`src/design/wwdg_pkg.sv`:
```
package wwdg_pkg;

  // Byte addresses of the word registers on the bus
  localparam logic [7:0] ADDR_CTRL   = 8'h00;
  localparam logic [7:0] ADDR_WINDOW = 8'h04;
  localparam logic [7:0] ADDR_TMIN   = 8'h08;
  localparam logic [7:0] ADDR_TMAX   = 8'h0C;
  localparam logic [7:0] ADDR_STATUS = 8'h10;

  // Field layout and reset values
  localparam int          ACT_BIT      = 7;
  localparam int          TOP_BIT      = 6;
  localparam logic [6:0]  COUNT_RESET  = 7'h7F;
  localparam logic [6:0]  WINDOW_RESET = 7'h7F;
  localparam logic [6:0]  ROLL_FROM    = 7'h40;
  localparam int          ST_SLOW      = 0;
  localparam int          ST_WAIT      = 1;
  localparam int          ST_HWOPT     = 2;
  localparam int          ST_ENABLED   = 3;
  localparam int          ST_STATE_LO  = 4;
  localparam int          ST_STATE_HI  = 6;

  // Timing, the oscillator runs on clk
  localparam int OSC_PERIOD_NS   = 100;
  localparam int CLK_PERIOD_NS   = 100;
  localparam int STEP_OSC        = 16384;
  localparam int STEP_CYCLES     = (STEP_OSC * OSC_PERIOD_NS + CLK_PERIOD_NS - 1) / CLK_PERIOD_NS;
  localparam int WAKE_SHORT_CPU  = 256;
  localparam int WAKE_LONG_CPU   = 4096;
  localparam int CPU_PERIOD_NS   = 100;
  localparam int WAKE_SHORT_CYC  = (WAKE_SHORT_CPU * CPU_PERIOD_NS) / CLK_PERIOD_NS;
  localparam int WAKE_LONG_CYC   = (WAKE_LONG_CPU * CPU_PERIOD_NS) / CLK_PERIOD_NS;

  // Timeout formula constants, in oscillator periods
  localparam logic [23:0] TMIN_OFFSET = 24'h00_0080;
  localparam logic [23:0] TMIN_MUL    = 24'h00_0040;
  localparam logic [23:0] STEP_LEN    = 24'h00_4000;
  localparam logic [23:0] CORR_OFFSET = 24'h00_00C0;
  localparam logic [23:0] TMAX0       = 24'h00_4000;

  typedef enum logic [2:0] {
    WWDG_BOOT     = 3'b000,
    WWDG_RUN      = 3'b001,
    WWDG_HALT_ONE = 3'b010,
    WWDG_FROZEN   = 3'b011,
    WWDG_ACT_HALT = 3'b100,
    WWDG_WAKE     = 3'b101
  } wwdg_state_t;

  // Upper and lower timebase constants by selection
  function automatic logic [5:0] tb_upper(input logic [1:0] sel);
    case (sel)
      2'b00:   tb_upper = 6'h04;
      2'b01:   tb_upper = 6'h08;
      2'b10:   tb_upper = 6'h14;
      default: tb_upper = 6'h31;
    endcase
  endfunction

  function automatic logic [5:0] tb_lower(input logic [1:0] sel);
    case (sel)
      2'b00:   tb_lower = 6'h3B;
      2'b01:   tb_lower = 6'h35;
      2'b10:   tb_lower = 6'h23;
      default: tb_lower = 6'h36;
    endcase
  endfunction

endpackage

```
`src/design/wwdg_top.sv`:
```
// The AHB-Lite interface to the registers and the register offsets were left to the implementer.
`timescale 1ns/100ps
// Summary of operation
// - Minimum timeout from base plus corrected steps
// - Maximum timeout from 16384 base plus steps
// - Timebase selection picks the constant pair
// - Count value is counter bits five to zero
// - All divisions truncate downward, except STEP_CYCLES, which rounds up
// - Slow mode leaves counting unchanged
// - Wait mode leaves counting unchanged
// - Plain halt decrements once then freezes
// - Interrupt wake resumes after 256/4096 clocks
// - Reset after halt leaves watchdog disabled
// - Halt with reset option gives reset
// - Active-halt stops counter, interrupt restarts immediately
// - Reset ending active-halt delays counting
// - Hardware option keeps watchdog always active
// - Decrement every 16384 oscillator cycles
// - Roll from 40h to 3Fh resets
// - Reload above window value resets
// - Activation bit sticky until reset
module wwdg_top #(
  parameter int STEP_CNT = wwdg_pkg::STEP_CYCLES  // Clocks per decrement
) (
  input  wire logic        clk,                    // 10 MHz clock
  input  wire logic        sys_rst,                // Async reset, high
  input  wire logic        hsel,                   // AHB select
  input  wire logic [31:0] haddr,                  // AHB address
  input  wire logic [1:0]  htrans,                 // AHB transfer type
  input  wire logic        hwrite,                 // AHB write
  input  wire logic [2:0]  hsize,                  // AHB size
  input  wire logic [31:0] hwdata,                 // AHB write data
  input  wire logic        hready,                 // AHB bus ready
  output logic      [31:0] hrdata,                 // AHB read data
  output logic             hreadyout,              // AHB slave ready
  output logic             hresp,                  // AHB response
  input  wire logic [1:0]  timebase_select,        // Clock controller timebase
  input  wire logic        oscillator_irq_enable,  // Oscillator interrupt enable
  input  wire logic        halt_reset_option,      // Reset on halt option
  input  wire logic        hw_watchdog_option,     // Hardware watchdog option
  input  wire logic        slow_mode,              // CPU in slow mode
  input  wire logic        wait_mode,              // CPU in wait mode
  input  wire logic        halt_exec,              // Halt instruction pulse
  input  wire logic        ext_irq,                // External interrupt
  input  wire logic        osc_irq,                // Oscillator interrupt
  input  wire logic        wake_long,              // Long wake delay selected
  input  wire logic        active_halt_reset,      // Reset ended active-halt
  output logic             watchdog_reset          // Reset request pulse
);

  localparam int PW = $clog2(STEP_CNT);
  localparam int WW = $clog2(wwdg_pkg::WAKE_LONG_CYC + 1);
  localparam logic [PW-1:0] STEP_LAST  = PW'(STEP_CNT - 1);
  localparam logic [WW-1:0] WAKE_SHORT = WW'(wwdg_pkg::WAKE_SHORT_CYC - 1);
  localparam logic [WW-1:0] WAKE_LONG  = WW'(wwdg_pkg::WAKE_LONG_CYC - 1);

  logic [6:0]             timeout_count;
  logic                   watchdog_activation_bit;
  logic [6:0]             watchdog_window_reg;
  logic [PW-1:0]          prescale;
  logic [WW-1:0]          wake_cnt;
  wwdg_pkg::wwdg_state_t  state;
  wwdg_pkg::wwdg_state_t  next_state;
  logic                   tick;
  logic                   enabled;
  logic                   counting;
  logic                   dphase;
  logic                   dwrite;
  logic [7:0]             daddr;
  logic                   ctrl_wr;
  logic                   win_wr;
  logic                   roll_reset;
  logic                   reload_reset;
  logic                   halt_reset;
  logic [23:0]            tmin;
  logic [23:0]            tmax;

  // Bus slave, zero wait states
  assign hreadyout = 1'b1;
  assign hresp     = 1'b0;

  always_ff @(posedge clk or posedge sys_rst) begin
    if (sys_rst) begin
      dphase <= 1'b0;
      dwrite <= 1'b0;
      daddr  <= 8'h00;
    end else if (hready) begin
      dphase <= hsel & htrans[1];
      dwrite <= hwrite;
      daddr  <= haddr[7:0];
    end
  end

  assign ctrl_wr = dphase & dwrite & (daddr == wwdg_pkg::ADDR_CTRL);
  assign win_wr  = dphase & dwrite & (daddr == wwdg_pkg::ADDR_WINDOW);

  // Read mux over flop state and live mode and timebase inputs; unmapped reads return zero
  always_comb begin
    hrdata = 32'h0000_0000;
    if (dphase & ~dwrite) begin
      case (daddr)
        wwdg_pkg::ADDR_CTRL:   hrdata = {24'h00_0000, watchdog_activation_bit, timeout_count};
        wwdg_pkg::ADDR_WINDOW: hrdata = {25'h000_0000, watchdog_window_reg};
        wwdg_pkg::ADDR_TMIN:   hrdata = {8'h00, tmin};
        wwdg_pkg::ADDR_TMAX:   hrdata = {8'h00, tmax};
        wwdg_pkg::ADDR_STATUS: begin
          hrdata[wwdg_pkg::ST_SLOW]    = slow_mode;
          hrdata[wwdg_pkg::ST_WAIT]    = wait_mode;
          hrdata[wwdg_pkg::ST_HWOPT]   = hw_watchdog_option;
          hrdata[wwdg_pkg::ST_ENABLED] = enabled;
          hrdata[wwdg_pkg::ST_STATE_HI:wwdg_pkg::ST_STATE_LO] = state;
        end
        default:               hrdata = 32'h0000_0000;
      endcase
    end
  end

  // Activation can only be set by software
  always_ff @(posedge clk or posedge sys_rst) begin
    if (sys_rst) begin
      watchdog_activation_bit <= 1'b0;
    end else if (ctrl_wr && hwdata[wwdg_pkg::ACT_BIT]) begin
      watchdog_activation_bit <= 1'b1;
    end
  end

  assign enabled = hw_watchdog_option | watchdog_activation_bit;

  always_ff @(posedge clk or posedge sys_rst) begin
    if (sys_rst) begin
      watchdog_window_reg <= wwdg_pkg::WINDOW_RESET;
    end else if (win_wr) begin
      watchdog_window_reg <= hwdata[6:0];
    end
  end

  // Prescaler never restarts on reload, hence the min/max spread
  always_ff @(posedge clk or posedge sys_rst) begin
    if (sys_rst) begin
      prescale <= '0;
    end else if (prescale == STEP_LAST) begin
      prescale <= '0;
    end else begin
      prescale <= prescale + PW'(1);
    end
  end

  assign tick = (prescale == STEP_LAST);

  // Slow and wait modes do not enter this term
  assign counting = (state == wwdg_pkg::WWDG_RUN) |
                    (state == wwdg_pkg::WWDG_HALT_ONE);

  always_ff @(posedge clk or posedge sys_rst) begin
    if (sys_rst) begin
      timeout_count <= wwdg_pkg::COUNT_RESET;
    end else if (ctrl_wr) begin
      timeout_count <= hwdata[6:0];
    end else if (tick && counting) begin
      timeout_count <= timeout_count - 7'h01;
    end
  end

  // Low-power sequencing
  always_comb begin
    next_state = state;
    case (state)
      wwdg_pkg::WWDG_BOOT: begin
        next_state = active_halt_reset ? wwdg_pkg::WWDG_WAKE
                                       : wwdg_pkg::WWDG_RUN;
      end
      wwdg_pkg::WWDG_RUN: begin
        if (halt_exec && oscillator_irq_enable) begin
          next_state = wwdg_pkg::WWDG_ACT_HALT;
        end else if (halt_exec && !halt_reset_option) begin
          next_state = wwdg_pkg::WWDG_HALT_ONE;
        end
      end
      wwdg_pkg::WWDG_HALT_ONE: begin
        if (ext_irq) begin
          next_state = wwdg_pkg::WWDG_WAKE;
        end else if (tick) begin
          next_state = wwdg_pkg::WWDG_FROZEN;
        end
      end
      wwdg_pkg::WWDG_FROZEN: begin
        if (ext_irq) begin
          next_state = wwdg_pkg::WWDG_WAKE;
        end
      end
      wwdg_pkg::WWDG_ACT_HALT: begin
        if (ext_irq || osc_irq) begin
          next_state = wwdg_pkg::WWDG_RUN;
        end
      end
      wwdg_pkg::WWDG_WAKE: begin
        if (wake_cnt == '0) begin
          next_state = wwdg_pkg::WWDG_RUN;
        end
      end
      default: next_state = wwdg_pkg::WWDG_RUN;
    endcase
  end

  always_ff @(posedge clk or posedge sys_rst) begin
    if (sys_rst) begin
      state <= wwdg_pkg::WWDG_BOOT;
    end else begin
      state <= next_state;
    end
  end

  // Wake delay loaded on entry, length sampled then
  always_ff @(posedge clk or posedge sys_rst) begin
    if (sys_rst) begin
      wake_cnt <= '0;
    end else if (next_state == wwdg_pkg::WWDG_WAKE && state != wwdg_pkg::WWDG_WAKE) begin
      wake_cnt <= wake_long ? WAKE_LONG : WAKE_SHORT;
    end else if (wake_cnt != '0) begin
      wake_cnt <= wake_cnt - WW'(1);
    end
  end

  // Reset sources; in halt states no watchdog reset can arise
  assign roll_reset   = enabled && (state == wwdg_pkg::WWDG_RUN) &&
                        ((tick && !ctrl_wr && timeout_count == wwdg_pkg::ROLL_FROM) ||
                         (ctrl_wr && !hwdata[wwdg_pkg::TOP_BIT]));
  assign reload_reset = enabled && (state == wwdg_pkg::WWDG_RUN) && ctrl_wr &&
                        (timeout_count > watchdog_window_reg);
  assign halt_reset   = (state == wwdg_pkg::WWDG_RUN) && halt_exec &&
                        !oscillator_irq_enable && halt_reset_option;

  always_ff @(posedge clk or posedge sys_rst) begin
    if (sys_rst) begin
      watchdog_reset <= 1'b0;
    end else begin
      watchdog_reset <= roll_reset | reload_reset | halt_reset;
    end
  end

  // Exact timeout figures for the current count and timebase
  always_comb begin
    logic [5:0]  cnt;
    logic [5:0]  upper;
    logic [5:0]  lower;
    logic [5:0]  q;
    logic [5:0]  quarter;
    logic [23:0] bracket;
    cnt     = timeout_count[5:0];
    upper   = wwdg_pkg::tb_upper(timebase_select);
    lower   = wwdg_pkg::tb_lower(timebase_select);
    quarter = upper >> 2;
    q       = 6'({2'b00, cnt, 2'b00} / {2'b00, upper});
    bracket = wwdg_pkg::STEP_LEN * 24'(cnt - q) +
              (wwdg_pkg::CORR_OFFSET + 24'(lower)) * wwdg_pkg::TMIN_MUL * 24'(q);
    tmin = (24'(lower) + wwdg_pkg::TMIN_OFFSET) * wwdg_pkg::TMIN_MUL;
    if (cnt < quarter) begin
      tmin = tmin + wwdg_pkg::STEP_LEN * 24'(cnt);
    end else begin
      tmin = tmin + bracket;
    end
    if (cnt <= quarter) begin
      tmax = wwdg_pkg::TMAX0 + wwdg_pkg::STEP_LEN * 24'(cnt);
    end else begin
      tmax = wwdg_pkg::TMAX0 + bracket;
    end
  end

  // Assertion helper: cycles spent so far in the current wake delay
  logic [WW-1:0] wake_seen;

  always_ff @(posedge clk or posedge sys_rst) begin
    if (sys_rst) begin
      wake_seen <= '0;
    end else if (state == wwdg_pkg::WWDG_WAKE) begin
      wake_seen <= wake_seen + WW'(1);
    end else begin
      wake_seen <= '0;
    end
  end

  // Checks
  roll_cause_a: assert property (@(posedge clk) disable iff (sys_rst)
    (enabled && state == wwdg_pkg::WWDG_RUN && tick && !ctrl_wr &&
     timeout_count == wwdg_pkg::ROLL_FROM) |=> watchdog_reset)
    else $error("No reset on roll from 40h");

  window_reload_a: assert property (@(posedge clk) disable iff (sys_rst)
    (enabled && state == wwdg_pkg::WWDG_RUN && ctrl_wr &&
     timeout_count > watchdog_window_reg) |=> watchdog_reset)
    else $error("Early reload did not reset");

  sticky_act_a: assert property (@(posedge clk) disable iff (sys_rst)
    $past(watchdog_activation_bit) |-> watchdog_activation_bit)
    else $error("Activation bit cleared without reset");

  // Activation bit clear, so only the option can make this roll reset
  hw_active_a: assert property (@(posedge clk) disable iff (sys_rst)
    (hw_watchdog_option && !watchdog_activation_bit && state == wwdg_pkg::WWDG_RUN &&
     tick && !ctrl_wr && timeout_count == wwdg_pkg::ROLL_FROM) |=> watchdog_reset)
    else $error("Hardware option not active");

  step_rate_a: assert property (@(posedge clk) disable iff (sys_rst)
    (!ctrl_wr && !tick) |=> timeout_count == $past(timeout_count))
    else $error("Counter moved between steps");

  frozen_hold_a: assert property (@(posedge clk) disable iff (sys_rst)
    (state == wwdg_pkg::WWDG_FROZEN && !ctrl_wr) |=>
      (timeout_count == $past(timeout_count) && !watchdog_reset))
    else $error("Counter moved while frozen");

  halt_step_a: assert property (@(posedge clk) disable iff (sys_rst)
    (state == wwdg_pkg::WWDG_HALT_ONE && tick && !ext_irq && !ctrl_wr) |=>
      (state == wwdg_pkg::WWDG_FROZEN && timeout_count == $past(timeout_count) - 7'h01))
    else $error("Halt did not take its single step");

  lp_no_reset_a: assert property (@(posedge clk) disable iff (sys_rst)
    (state != wwdg_pkg::WWDG_RUN) |=> !watchdog_reset)
    else $error("Reset raised outside run");

  act_halt_a: assert property (@(posedge clk) disable iff (sys_rst)
    (state == wwdg_pkg::WWDG_ACT_HALT && (ext_irq || osc_irq)) |=>
      state == wwdg_pkg::WWDG_RUN)
    else $error("Active-halt did not wake at once");

  halt_opt_a: assert property (@(posedge clk) disable iff (sys_rst)
    (state == wwdg_pkg::WWDG_RUN && halt_exec && !oscillator_irq_enable &&
     halt_reset_option) |=> (watchdog_reset && state == wwdg_pkg::WWDG_RUN))
    else $error("Halt with option did not reset");

  // First and last short wake cycles pinned; the counter covers the span
  wake_short_a: assert property (@(posedge clk) disable iff (sys_rst)
    (state == wwdg_pkg::WWDG_FROZEN && ext_irq && !wake_long) |=>
      state == wwdg_pkg::WWDG_WAKE ##255 state == wwdg_pkg::WWDG_WAKE ##1
      state == wwdg_pkg::WWDG_RUN)
    else $error("Short wake delay wrong");

  wake_exit_a: assert property (@(posedge clk) disable iff (sys_rst)
    (state == wwdg_pkg::WWDG_WAKE && next_state != wwdg_pkg::WWDG_WAKE) |->
      (wake_seen == WAKE_SHORT || wake_seen == WAKE_LONG))
    else $error("Wake delay ended at wrong count");

  wake_bound_a: assert property (@(posedge clk) disable iff (sys_rst)
    (state == wwdg_pkg::WWDG_WAKE) |-> (wake_seen <= WAKE_LONG))
    else $error("Wake delay overran");

  tmax_low_a: assert property (@(posedge clk) disable iff (sys_rst)
    (timeout_count[5:0] == 6'h00) |->
      (tmax == wwdg_pkg::TMAX0 && tmin == (24'(wwdg_pkg::tb_lower(timebase_select)) +
       wwdg_pkg::TMIN_OFFSET) * wwdg_pkg::TMIN_MUL))
    else $error("Zero-count timeouts wrong");

endmodule

```
`config.mk`:
```
export PLATFORM = sky130hd
export DESIGN_NAME = wwdg_top
export DESIGN_NICKNAME = d
export VERILOG_FILES = /design/src/design/wwdg_pkg.sv /design/src/design/wwdg_top.sv
export SDC_FILE = /design/constraint.sdc
export NUM_CORES = 1
export LEC_CHECK = 0
export BUFFER_PORTS_ARGS = -buffer_cell sky130_fd_sc_hd__clkbuf_2
export CAP_MARGIN = 0
export CORE_UTILIZATION = 54
export DETAILED_ROUTE_END_ITERATION = 6
export GPL_TIMING_DRIVEN = 0
export PLACE_DENSITY = 0.79
export SYNTH_ARGS = -nofsm -noshare
export SYNTH_HDL_FRONTEND = slang
export SYNTH_SLANG_ARGS = --single-unit
```
`constraint.sdc`:
```
create_clock -name clk -period 38.4 [get_ports clk]
set_input_delay 11.52 -clock clk [delete_from_list [all_inputs] [get_ports clk]]
set_output_delay 11.52 -clock clk [all_outputs]
set_load 0.02 [all_outputs]
```
==> results.tsv <==
stage	metric	value	unit
detailed_routing	drtIter0Drc	1043	
global_route	grt_max_degree	30	
min_path	holdPathStages	1	
placed_design	dp_cells	1316	
clock_network	clk_latency	0.30	ns
synth	ys_seq_area_share	16.9	%
clock_network	htree_levels	2	
layout	synthToLayoutAreaGrowth	37.2	%
synth	synth-xor-area-share	8.03	%
status	status	finished, violations left	
layout	fin_cells	1447	
setup_path	start_kind	input port	
floorplan	initial_utilization	55.2	%
synth	synth_cell_type_count	87	
synth	synthTopCellsByCount	nand2_1 (105), ha_1 (95), nor2_1 (88)	
synth	synthArstFlopShare	100	%
placed_design	portBuffers	58	
sta	period_share	104	%
sta	hold_viol_final	0	
layout	multi_input_area	0.00760	mm^2
layout	diodes	0	
setup_path	crit_type	in2out	
placed_design	finalWeightedCongestion	0.938	
placed_design	dpl.hpwl	17300	um
detailed_routing	wl	28400	um
synth	yosysTopAreaCell	ha_1	
global_route	antenna_found_initial	0	
clock_network	clkTransAtPathRegs	0.07	ns
setup_path	worstReg2RegStart	timeout_count[0]	
floorplan	die_w	127	um
synth	synth_top_family_by_area	compound AO/OA/AOI/OAI gates	
layout	stdcell_area	0.0115	mm^2
synth	synth_most_common_cell	nand2_1	
layout	fillers	980	
detailed_routing	drt-pass1-iter-count	6	
global_route	grt_first_pass_wirelength	40600	um
detailed_routing	drc	0	
setup_path	crit_fanout	11	
synth	syn_inst	1060	
floorplan	chipHeight	127	um
placed_design	dpl_cell_area	0.00946	mm^2
global_route	grt_overflow	0	
layout	postLayoutCoreUtil	75.7	%
detailed_routing	vias	9139	
setup_path	crit_buf_inv	14	
clock_network	cts_tree	done	
layout	ff_latch_area	0.00142	mm^2
sta	skew	0.00933	ns
min_path	worstHoldPathType	reg2reg	
detailed_routing	wl_per_cell	19.6	um
floorplan	io_pins	121	
min_path	hold_end	prescale[12]	
synth	synth_compound_area_share	22.5	%
global_route	grt_pass1_vias	8456	
synth	ys.flop_type	dfrtp_1	
setup_path	worstPathArrival	28.23	ns
sta	relSlewSlack	-8.72	%
clock_network	ctsHoldBuffers	0	
layout	drive_gt1_share	34.6	%
floorplan	coreArea	0.0152	mm^2
min_path	min-delay-start	prescale[12]	
sta	rsz0062_at_grt	true	
setup_path	cp.required	26.88	ns
synth	yosys_warnings	0	
synth	synth.cell_area	0.00840	mm^2
detailed_routing	viasPerCell	6.32	
setup_path	slowest_delay	0.54	ns
clock_network	clock_sinks	56	
synth	synth.area.mux_share	3.99	%
synth	avgSynthCellArea	7.92	um^2
floorplan	rows	45	
layout	largest_reg_flops	14	
synth	synthSimpleGateAreaFrac	20.8	%
synth	synth_area_leaders	ha_1 (14%), dfrtp_1 (13%), fa_1 (6.7%)	
placed_design	place_ws	-2.89	ns
global_route	grtUsageTotal	31.3	%
clock_network	numCtsBuffers	5	
synth	yosys.area.top_type_share	14.2	%
sta	period_needed	39.75	ns
setup_path	r2r_cells	14	
synth	synth_edf_count	0	
synth	synthAdderAreaFrac	20.8	%
layout	reg_top3	prescale x14, wake_cnt x13, daddr x8	
setup_path	critical_path.top_delay_family	compound AO/OA/AOI/OAI gates	
status	violations	max-capacitance violations, max-slew violations, negative setup slack	
clock_network	clockBufferDepth	2	
layout	top_register	prescale	
setup_path	cpMaxStageDelayCell	fa_1	
floorplan	die_area	0.0161	mm^2
sta	slew_viol_final	4	
detailed_routing	final_antenna_net_count	0	
sta	worstMarginPinSlew	1.59	ns
sta	fmax	25.2	MHz
job	maxCapViolations	1	
sta	setup_slack	-1.35	ns
setup_path	worstReg2RegEnd	watchdog_reset	
layout	nets	1467	
synth	ys_ff_latch	56	
setup_path	r2r_slack	35.28	ns
setup_path	cp-end-kind	output pin	
sta	setup_viol	9	
clock_network	cts_root_buffer	clkbuf_16	
metal layers:
layer  global-route usage (%)  share of wire (%)
met1                     39.2                 39
met2                     54.4                 48
met3                     3.71                8.5
met4                     13.5                5.2
met5                        0                  0
layout make-up:
type                    count  share of cell area, %
clock buffers               6                   1.12
plain buffers              41                   2.29
clock inverters             2                  0.522
multi-input cells         875                   66.0
inverters                  93                   3.48
repair buffers            186                   12.2
well taps                 188                   2.04
flip-flops and latches     56                   12.3
cells by family (layout without fill, tap and decap cells):
kind of cell    after synthesis  in the layout
compound gates              271            271
xor+xnor                     77             77
fa+ha+maj                   123            123
buf+inv                     138            328
flops                        56             56
mux                          30             30
other cells                   2             11
simple gates                363            363
cells in the final DEF, fill, tap and decap left out, types with 9 or more instances in the layout:
cell      count
a21oi_2      21
nand2_2      10
clkbuf_1     25
dfstp_2      14
nand2_1      93
dfrtp_1      42
a21o_1       17
xnor2_2       9
nand2b_1     16
buf_4       130
inv_1        74
inv_2        11
a21oi_1      42
nand3_1      27
o21ai_0      41
ha_1         68
mux2i_1      10
o21ai_1      11
mux2_2       13
xnor2_1      41
o21a_1       12
fa_1         26
and3_1       15
clkbuf_2     46
buf_6        13
o21bai_1     11
a31oi_1       9
nor4_1        9
xor2_1       19
ha_4         21
conb_1       11
nor2_1       76
nor3_1       25
what timing repair did:
item / 4_1_cts / 5_1_grt
gates cloned: 1 / 0
setup endpoints to repair: 15 / 14
pin swaps: 81 / 113
buffers inserted: 87 / 46
gates resized for setup: 97 / 106
how the worst max path moves through the flow:
stage | start | to | cells past startpoint
after floorplan | timebase_select[0] | hrdata[21] | 86
after global placement | timebase_select[1] | hrdata[22] | 95
after detailed placement | timebase_select[1] | hrdata[22] | 95
after CTS | timebase_select[0] | hrdata[21] | 94
after global routing | timebase_select[1] | hrdata[22] | 92
final | timebase_select[1] | hrdata[22] | 84
worst reg2reg max path, stage by stage, from the launching register on:
cell and delay, ns:
dfstp_2 0.63, clkbuf_1 0.53, inv_1 0.39, ha_1 0.31, nor2b_1 0.11, o21a_1 0.11, o21a_1 0.09, o21ai_0 0.07
nand2b_1 0.08, a21oi_1 0.07, nor2b_1 0.10, o221ai_1 0.14, a21oi_1 0.18, a31oi_1 0.06, nor3_1 0.17
metrics by stage:
stage                     TNS, ns  hold slack (ns)
after floorplan            -0.748            0.438
after global placement     -26.55            0.454
after detailed placement   -29.08            0.458
after CTS                   -3.69            0.473
after global routing       -13.75            0.499
final                       -8.65            0.468
Power is not shown: default switching activity piles up to over one toggle a cycle in this logic, so the estimate is an artifact.
